### src/include/ipr_pkg.sv
// Package: register map, field layout and helpers of the priority registers
package ipr_pkg;

  // ----------------------------------------------------------------
  // Sizes
  // ----------------------------------------------------------------
  localparam int IPR_NREG = 6;
  localparam int IPR_NSRC = 18;
  localparam int IPR_FW = 3;
  localparam int IPR_AW = 8;
  localparam int IPR_RW = 16;
  localparam int IPR_DW = 32;

  // ----------------------------------------------------------------
  // Register byte addresses on the bus
  // ----------------------------------------------------------------
  localparam logic [7:0] IPR_OFF_CTRL14 = 8'h00;
  localparam logic [7:0] IPR_OFF_CTRL15 = 8'h04;
  localparam logic [7:0] IPR_OFF_CTRL16 = 8'h08;
  localparam logic [7:0] IPR_OFF_CTRL17 = 8'h0C;
  localparam logic [7:0] IPR_OFF_CTRL18 = 8'h10;
  localparam logic [7:0] IPR_OFF_CTRL19 = 8'h14;

  localparam logic [2:0] IPR_IDX14 = 3'h0;
  localparam logic [2:0] IPR_IDX15 = 3'h1;
  localparam logic [2:0] IPR_IDX16 = 3'h2;
  localparam logic [2:0] IPR_IDX17 = 3'h3;
  localparam logic [2:0] IPR_IDX18 = 3'h4;
  localparam logic [2:0] IPR_IDX19 = 3'h5;

  // ----------------------------------------------------------------
  // Implemented bits and reset pattern
  // ----------------------------------------------------------------
  localparam logic [15:0] IPR_MASK [IPR_NREG] = '{
    16'h7777, 16'h7777, 16'h7777, 16'h7700, 16'h0077, 16'h0770};
  localparam logic [15:0] IPR_RST_PATTERN = 16'h4444;
  localparam logic [2:0] IPR_LVL_OFF = 3'h0;
  localparam logic [2:0] IPR_LVL_MIN = 3'h1;
  localparam logic [2:0] IPR_LVL_MAX = 3'h7;
  localparam logic [2:0] IPR_LVL_RST = 3'h4;

  // ----------------------------------------------------------------
  // Source table: owning register and field lsb, in output order
  // ----------------------------------------------------------------
  localparam int IPR_SRC_REG [IPR_NSRC] = '{
    0, 0, 0, 0, 1, 1, 1, 1, 2, 2, 2, 2, 3, 3, 4, 4, 5, 5};
  localparam int IPR_SRC_LSB [IPR_NSRC] = '{
    12, 8, 4, 0, 12, 8, 4, 0, 12, 8, 4, 0, 12, 8, 4, 0, 8, 4};

  // Word decode: hit flag and register index
  function automatic logic [3:0] ipr_decode(input logic [7:0] addr);
    logic [3:0] r;
    r = 4'h0;
    case ({addr[7:2], 2'b00})
      IPR_OFF_CTRL14: r = {1'b1, IPR_IDX14};
      IPR_OFF_CTRL15: r = {1'b1, IPR_IDX15};
      IPR_OFF_CTRL16: r = {1'b1, IPR_IDX16};
      IPR_OFF_CTRL17: r = {1'b1, IPR_IDX17};
      IPR_OFF_CTRL18: r = {1'b1, IPR_IDX18};
      IPR_OFF_CTRL19: r = {1'b1, IPR_IDX19};
      default: r = 4'h0;
    endcase
    return r;
  endfunction

  // Byte-lane merge of a write; unimplemented bits forced to zero
  function automatic logic [15:0] ipr_merge(input logic [15:0] old,
      input logic [15:0] wdata, input logic [1:0] strb,
      input logic [15:0] mask);
    logic [15:0] r;
    r = old;
    if (strb[0]) begin
      r[7:0] = wdata[7:0];
    end
    if (strb[1]) begin
      r[15:8] = wdata[15:8];
    end
    return r & mask;
  endfunction

endpackage

### src/core/ipr_apb_if.sv
// APB slave front end: phase decode, address decode and response
`timescale 1ns/1ps
`default_nettype none
module ipr_apb_if (
  input wire logic psel,
  input wire logic penable,
  input wire logic pwrite,
  input wire logic [7:0] paddr,
  input wire logic ce,
  output logic setup,
  output logic wr_fire,
  output logic hit,
  output logic [2:0] idx,
  output logic pready,
  output logic pslverr
);

  logic [3:0] dec;

  always_comb begin
    dec = ipr_pkg::ipr_decode(paddr);
    hit = dec[3];
    idx = dec[2:0];
    // A frozen block holds the access phase open
    setup = psel & ~penable & ce;
    pready = psel & penable & ce;
    pslverr = pready & ~hit;
    wr_fire = pready & pwrite & hit;
  end

endmodule
`default_nettype wire

### src/core/ipr_lvl_dec.sv
// Decode of one priority field into level and source enable
`timescale 1ns/1ps
`default_nettype none
module ipr_lvl_dec (
  input wire logic [2:0] field,
  output logic [2:0] level,
  output logic enabled
);

  always_comb begin
    level = field;
    enabled = (field != ipr_pkg::IPR_LVL_OFF);
  end

endmodule
`default_nettype wire

### src/core/ipr_regs.sv
// Interrupt priority control registers 14 to 19 behind an APB slave
//
// Notes on behaviour
// - Each field is three bits; 111 means level 7, highest.
// - Field code 001 means level 1, the lowest active level.
// - Field code 000 disables the source entirely.
// - All field bits read/write; reset loads 100, level 4.
// - Unassigned bits, bit 15 and gaps between fields, read zero.
// - Reg 14: serial2 rx, serial1 rx, serial4 rx, keystore done.
// - Reg 15: capcmp1, rtc, dma5, serial3 rx.
// - Reg 16: crc error, uart2 error, uart1 error, capcmp2.
// - Reg 17: i2c3 master 14-12, slave 10-8; bits 7-0 zero.
// - Reg 18: capcmp7 at 6-4, voltage detect at 2-0; rest zero.
// - Reg 19: dac at 10-8, charge time at 6-4; rest zero.
`timescale 1ns/1ps
`default_nettype none
module ipr_regs (
  input wire logic CLK,
  input wire logic RST_N,
  input wire logic CE,
  input wire logic PSEL,
  input wire logic PENABLE,
  input wire logic PWRITE,
  input wire logic [7:0] PADDR,
  input wire logic [31:0] PWDATA,
  input wire logic [3:0] PSTRB,
  output logic [31:0] PRDATA,
  output logic PREADY,
  output logic PSLVERR,
  output logic [17:0] SRC_ENABLED,
  output logic [2:0] SERIAL2_RX_LEVEL,
  output logic [2:0] SERIAL1_RX_LEVEL,
  output logic [2:0] SERIAL4_RX_LEVEL,
  output logic [2:0] KEYSTORE_DONE_LEVEL,
  output logic [2:0] CAPCMP1_LEVEL,
  output logic [2:0] RTC_LEVEL,
  output logic [2:0] DMA5_LEVEL,
  output logic [2:0] SERIAL3_RX_LEVEL,
  output logic [2:0] CRC_ERROR_LEVEL,
  output logic [2:0] UART2_ERROR_LEVEL,
  output logic [2:0] UART1_ERROR_LEVEL,
  output logic [2:0] CAPCMP2_LEVEL,
  output logic [2:0] I2C3_MASTER_LEVEL,
  output logic [2:0] I2C3_SLAVE_LEVEL,
  output logic [2:0] CAPCMP7_LEVEL,
  output logic [2:0] VOLTAGE_DETECT_LEVEL,
  output logic [2:0] DAC_LEVEL,
  output logic [2:0] CHARGE_TIME_LEVEL
);

  // ----------------------------------------------------------------
  // State
  // ----------------------------------------------------------------
  typedef struct packed {
    logic [5:0][15:0] ctrl;
    logic [31:0] rdata;
    logic [17:0] en;
  } ipr_state_s;

  // Reset value per register is the level-4 pattern under its mask
  localparam ipr_state_s IPR_RST = '{
    ctrl: {ipr_pkg::IPR_RST_PATTERN & ipr_pkg::IPR_MASK[5],
           ipr_pkg::IPR_RST_PATTERN & ipr_pkg::IPR_MASK[4],
           ipr_pkg::IPR_RST_PATTERN & ipr_pkg::IPR_MASK[3],
           ipr_pkg::IPR_RST_PATTERN & ipr_pkg::IPR_MASK[2],
           ipr_pkg::IPR_RST_PATTERN & ipr_pkg::IPR_MASK[1],
           ipr_pkg::IPR_RST_PATTERN & ipr_pkg::IPR_MASK[0]},
    rdata: 32'h0,
    en: {ipr_pkg::IPR_NSRC{1'b1}}
  };

  ipr_state_s st_reg;
  ipr_state_s st_next;

  logic setup;
  logic wr_fire;
  logic hit;
  logic [2:0] idx;
  logic [17:0] en_next;
  logic [5:0][15:0] ctrl_nx;

  // Field of source s within a register image
  function automatic logic [2:0] src_field(input logic [5:0][15:0] img,
      input int s);
    return img[ipr_pkg::IPR_SRC_REG[s]]
      [ipr_pkg::IPR_SRC_LSB[s] +: ipr_pkg::IPR_FW];
  endfunction

  // Register image after this cycle's write; built from st_reg alone so
  // the enable decode never feeds back into the state copy
  function automatic logic [5:0][15:0] ipr_apply(
      input logic [5:0][15:0] cur, input logic fire, input logic [2:0] sel,
      input logic [15:0] wdata, input logic [1:0] strb);
    logic [5:0][15:0] img;
    img = cur;
    for (int k = 0; k < ipr_pkg::IPR_NREG; k++) begin
      if (fire && sel == 3'(k)) begin
        img[k] = ipr_pkg::ipr_merge(cur[k], wdata, strb,
          ipr_pkg::IPR_MASK[k]);
      end
    end
    return img;
  endfunction

  assign ctrl_nx = ipr_apply(st_reg.ctrl, wr_fire, idx, PWDATA[15:0],
    PSTRB[1:0]);

  // ----------------------------------------------------------------
  // Bus front end
  // ----------------------------------------------------------------
  ipr_apb_if u_apb (
    .psel(PSEL),
    .penable(PENABLE),
    .pwrite(PWRITE),
    .paddr(PADDR),
    .ce(CE),
    .setup(setup),
    .wr_fire(wr_fire),
    .hit(hit),
    .idx(idx),
    .pready(PREADY),
    .pslverr(PSLVERR)
  );

  // ----------------------------------------------------------------
  // Field decode on the next register image, so the enable flags
  // update on the same edge as the fields
  // ----------------------------------------------------------------
  for (genvar s = 0; s < ipr_pkg::IPR_NSRC; s++) begin : g_src
    logic [2:0] fld;
    assign fld = src_field(ctrl_nx, s);
    ipr_lvl_dec u_dec (
      .field(fld),
      .level(),
      .enabled(en_next[s])
    );
  end

  // ----------------------------------------------------------------
  // Next state
  // ----------------------------------------------------------------
  always_comb begin
    st_next = st_reg;
    st_next.ctrl = ctrl_nx;
    // Read data is latched in the setup phase and held through access
    if (setup) begin
      if (hit && !PWRITE) begin
        st_next.rdata = {16'h0, st_reg.ctrl[idx]};
      end else begin
        st_next.rdata = 32'h0;
      end
    end
    st_next.en = en_next;
  end

  always_ff @(posedge CLK) begin
    if (!RST_N) begin
      st_reg <= IPR_RST;
    end else if (CE) begin
      st_reg <= st_next;
    end
  end

  // ----------------------------------------------------------------
  // Outputs
  // ----------------------------------------------------------------
  assign PRDATA = st_reg.rdata;
  assign SRC_ENABLED = st_reg.en;
  assign SERIAL2_RX_LEVEL = src_field(st_reg.ctrl, 0);
  assign SERIAL1_RX_LEVEL = src_field(st_reg.ctrl, 1);
  assign SERIAL4_RX_LEVEL = src_field(st_reg.ctrl, 2);
  assign KEYSTORE_DONE_LEVEL = src_field(st_reg.ctrl, 3);
  assign CAPCMP1_LEVEL = src_field(st_reg.ctrl, 4);
  assign RTC_LEVEL = src_field(st_reg.ctrl, 5);
  assign DMA5_LEVEL = src_field(st_reg.ctrl, 6);
  assign SERIAL3_RX_LEVEL = src_field(st_reg.ctrl, 7);
  assign CRC_ERROR_LEVEL = src_field(st_reg.ctrl, 8);
  assign UART2_ERROR_LEVEL = src_field(st_reg.ctrl, 9);
  assign UART1_ERROR_LEVEL = src_field(st_reg.ctrl, 10);
  assign CAPCMP2_LEVEL = src_field(st_reg.ctrl, 11);
  assign I2C3_MASTER_LEVEL = src_field(st_reg.ctrl, 12);
  assign I2C3_SLAVE_LEVEL = src_field(st_reg.ctrl, 13);
  assign CAPCMP7_LEVEL = src_field(st_reg.ctrl, 14);
  assign VOLTAGE_DETECT_LEVEL = src_field(st_reg.ctrl, 15);
  assign DAC_LEVEL = src_field(st_reg.ctrl, 16);
  assign CHARGE_TIME_LEVEL = src_field(st_reg.ctrl, 17);

  logic full_wr;
  assign full_wr = wr_fire && PSTRB[1:0] == 2'h3;
endmodule
`default_nettype wire

### config.mk
export PLATFORM = sky130hd
export DESIGN_NAME = ipr_regs
export DESIGN_NICKNAME = d
export VERILOG_FILES = /design/src/include/ipr_pkg.sv /design/src/core/ipr_apb_if.sv /design/src/core/ipr_lvl_dec.sv /design/src/core/ipr_regs.sv
export SDC_FILE = /design/constraint.sdc
export NUM_CORES = 1
export LEC_CHECK = 0
export BUFFER_PORTS_ARGS = -buffer_cell sky130_fd_sc_hd__buf_2
export CORE_ASPECT_RATIO = 0.7
export CORE_MARGIN = 2
export CORE_UTILIZATION = 25
export CTS_CLUSTER_SIZE = 30
export DETAILED_ROUTE_END_ITERATION = 12
export GPL_TIMING_DRIVEN = 0
export PLACE_DENSITY = 0.45
export SYNTH_ARGS = -nofsm -noshare
export SYNTH_HDL_FRONTEND = slang
export SYNTH_SLANG_ARGS = --single-unit
### constraint.sdc
create_clock -name CLK -period 2.8 [get_ports CLK]
set_clock_uncertainty 0.2 [all_clocks]
set_input_delay 0.14 -clock CLK [delete_from_list [all_inputs] [get_ports CLK]]
set_output_delay 0.14 -clock CLK [all_outputs]
set_load 0.1 [all_outputs]
==> qor.yml <==
status: "complete, no violations"
die_h_um: 111.4
synth_top_area_frac: 0.4084
avgSynthCellArea_um2: 8.991
clock_latency_ns: 0.35
critPathLaunchType: "primary input"
ys_types: 47
fillers: 1744
synthArstFlopShare: 0
area_delta_synth_final_pct: 33.12
drv_cap: 0
p_per_area_mw_per_mm2: 558.4
p_leak_nw: 2.207
critPathMaxStageDelay_ns: 0.99
max_freq_mhz: 450.9
drc: 0
post-dp-hpwl_mm: 12.77
gp_congestion: 0.8860
drt_iter0_drc: 382
num_rows: 39
die_w_um: 157.4
tightest_slew_ns: 1.170
ys_ff_latch: 84
cp_slowest_cell: "nor4_1"
ys_top_cells_by_count: "84 x dfxtp_1, 43 x nand2_1, 40 x mux2i_1, 33 x nor2_1, 31 x a21oi_1"
worst-path-stages: 7
whs_path_depth: 3
cts_buffers: 9
grt_overflow_total: 0
finalSetupViolCount: 0
fin_ws_ns: 0.5824
largest_reg_flops: 18
synthMostInstantiatedCell: "dfxtp_1"
r2r_cells: 2
synthTopCellsByArea: "dfxtp_1 41%, mux2i_1 9.7%, nor4_4 4.6%, buf_4 4.0%, nand2_1 3.9%"
num_vias: 4183
crit_family: "simple AND/OR/NAND/NOR gates"
critPathKind: "in -> reg"
synthCells: 458
io_pins: 156
crit_path_end_kind: "register"
antenna_found_initial: 2
timing.critical_path.mode_cell: "clkbuf_1"
post_cts_resized: 0
ant_nets: 0
synth_top_area_cell: "dfxtp_1"
coreArea_mm2: 0.01620
crit_path_max_fanout: 10
max-vdd-ir-drop_uv: 248.2
num-nets-final: 659
drt_wl_total_mm: 16.51
pre_cts_ws_ns: 0.2289
viasPerCell: 4.986
synth_enable_flop_cells: 0
grt_pass1_vias: 3915
crit_required_ns: 2.88
grt_start_max_net_pins: 15
slew_headroom: 0.2130
clockBufferDepth: 2
synth_area_mm2: 0.004118
portBuffers: 108
period_needed_ns: 2.218
rsz0062_at_grt: "false"
tritoncts: "yes"
htree_num_levels: 3
cts_setup_buffers: 0
synthFlopType: "dfxtp_1"
tns_ns: 0
clk_pin_slew_ns: 0.07
dieArea_mm2: 0.01753
slew_violations: 0
critPathBufInv: 3
hold_class: "in -> reg"
cts.sinks: 84
wl_per_cell_um: 19.68
ys_seq_area_frac: 0.4084
path_cells: "buf_2 > clkbuf_1 > or2_2 > clkbuf_1 > nor4_1 > nand2_1 > a21oi_1"
track_usage: 0.1869
yosysWarnings: 0
root_buffer: "clkbuf_16"
arrival_ns: 2.29
final_layout_size_suffix_gt1_frac: 0.2741
first_pass_iters: 6
initial_core_util: 0.2542
hold_viol: 0
fin_crit_sh: 0.7920
grt_pass1_wl_mm: 24.28
worst min-delay path, stage by stage:
cell and delay [ns]:
buf_4 0.17, nor2b_1 0.12, a311o_1 0.11
kinds of logic after synthesis:
logic type | share of synthesized area
buffers and inverters | 0.06928
DFF | 0.4084
and+or+nand+nor | 0.2364
other | 0.0009107
AOI/OAI and AO/OA | 0.1796
muxes | 0.1054
cells in the final DEF (no fill, tap or decap), types with 4 or more instances in the layout:
cell type | synthesis | layout
nor4_1 | 4 | 4
dlygate4sd3_1 | 0 | 13
dfxtp_1 | 84 | 84
nor2_1 | 33 | 33
mux2i_1 | 40 | 40
buf_4 | 22 | 22
a21oi_1 | 31 | 31
nand2_1 | 43 | 43
clkbuf_16 | 0 | 9
and2_1 | 9 | 9
a211o_1 | 5 | 5
buf_2 | 3 | 111
o21ai_0 | 29 | 29
o211ai_1 | 6 | 6
nor4_4 | 9 | 9
o311ai_0 | 4 | 4
conb_1 | 1 | 20
a31oi_1 | 9 | 9
clkbuf_1 | 18 | 18
o32ai_1 | 6 | 6
nor3_1 | 12 | 12
nand3_1 | 28 | 28
o31ai_1 | 7 | 7
or3_1 | 6 | 6
power breakdown:
group / internal [mW] / switching [mW] / total, mW / leakage, nW
combinational: 0.0912 / 0.372 / 0.464 / 1.36
clock: 0.870 / 0.512 / 1.38 / 0.166
sequential: 1.21 / 0.00726 / 1.22 / 0.681
timing repair:
action,in CTS,in global routing
hold buffers,13,0
hold endpoints to repair,55,0
setup endpoints to repair,0,0
metal layers:
layer	share of wire	GRT usage	up-vias
met5	0.00079	0	-
met3	0.078	0.04399	25
met4	0.015	0.04606	2
met1	0.52	0.2941	1979
li1	-	-	1967
met2	0.39	0.2512	210
metrics by stage:
stage	util	power [mW]	hold slack [ns]	std cells	area, um2
floorplan	-	1.589	0.06415	477	4189
detailed placement	0.3093	1.688	0.2392	810	5011
global route	0.3382	3.142	0.03650	838	5479
global placement	0.3093	1.684	0.2377	810	5011
finish	0.3384	3.061	0.02154	839	5482
CTS	0.3382	3.077	0.02446	838	5479
final timing paths:
path | start | end | slack, ns
setup / recovery | PADDR[3] | SERIAL2_RX_LEVEL[0] | 0.58
hold / removal | CE | SRC_ENABLED[10] | 0.02
setup reg to reg | CAPCMP2_LEVEL[0] | SRC_ENABLED[11] | 1.26
hold reg to reg | SRC_ENABLED[16] | SRC_ENABLED[16] | 0.26
final cells by class:
cell class	instances	area, um2	share of cell area
timing repair buffer	121	670.6	0.1223
clock inverter	6	112.6	0.02054
sequential	84	1682	0.3068
tap	225	281.5	0.05136
multi-input combinational	344	2222	0.4054
inverter	4	15.01	0.002739
clock buffer	9	225.2	0.04109
buffer	45	270.3	0.04930
antenna	1	2.502	0.0004565
Power figures use the tool's default switching activity.
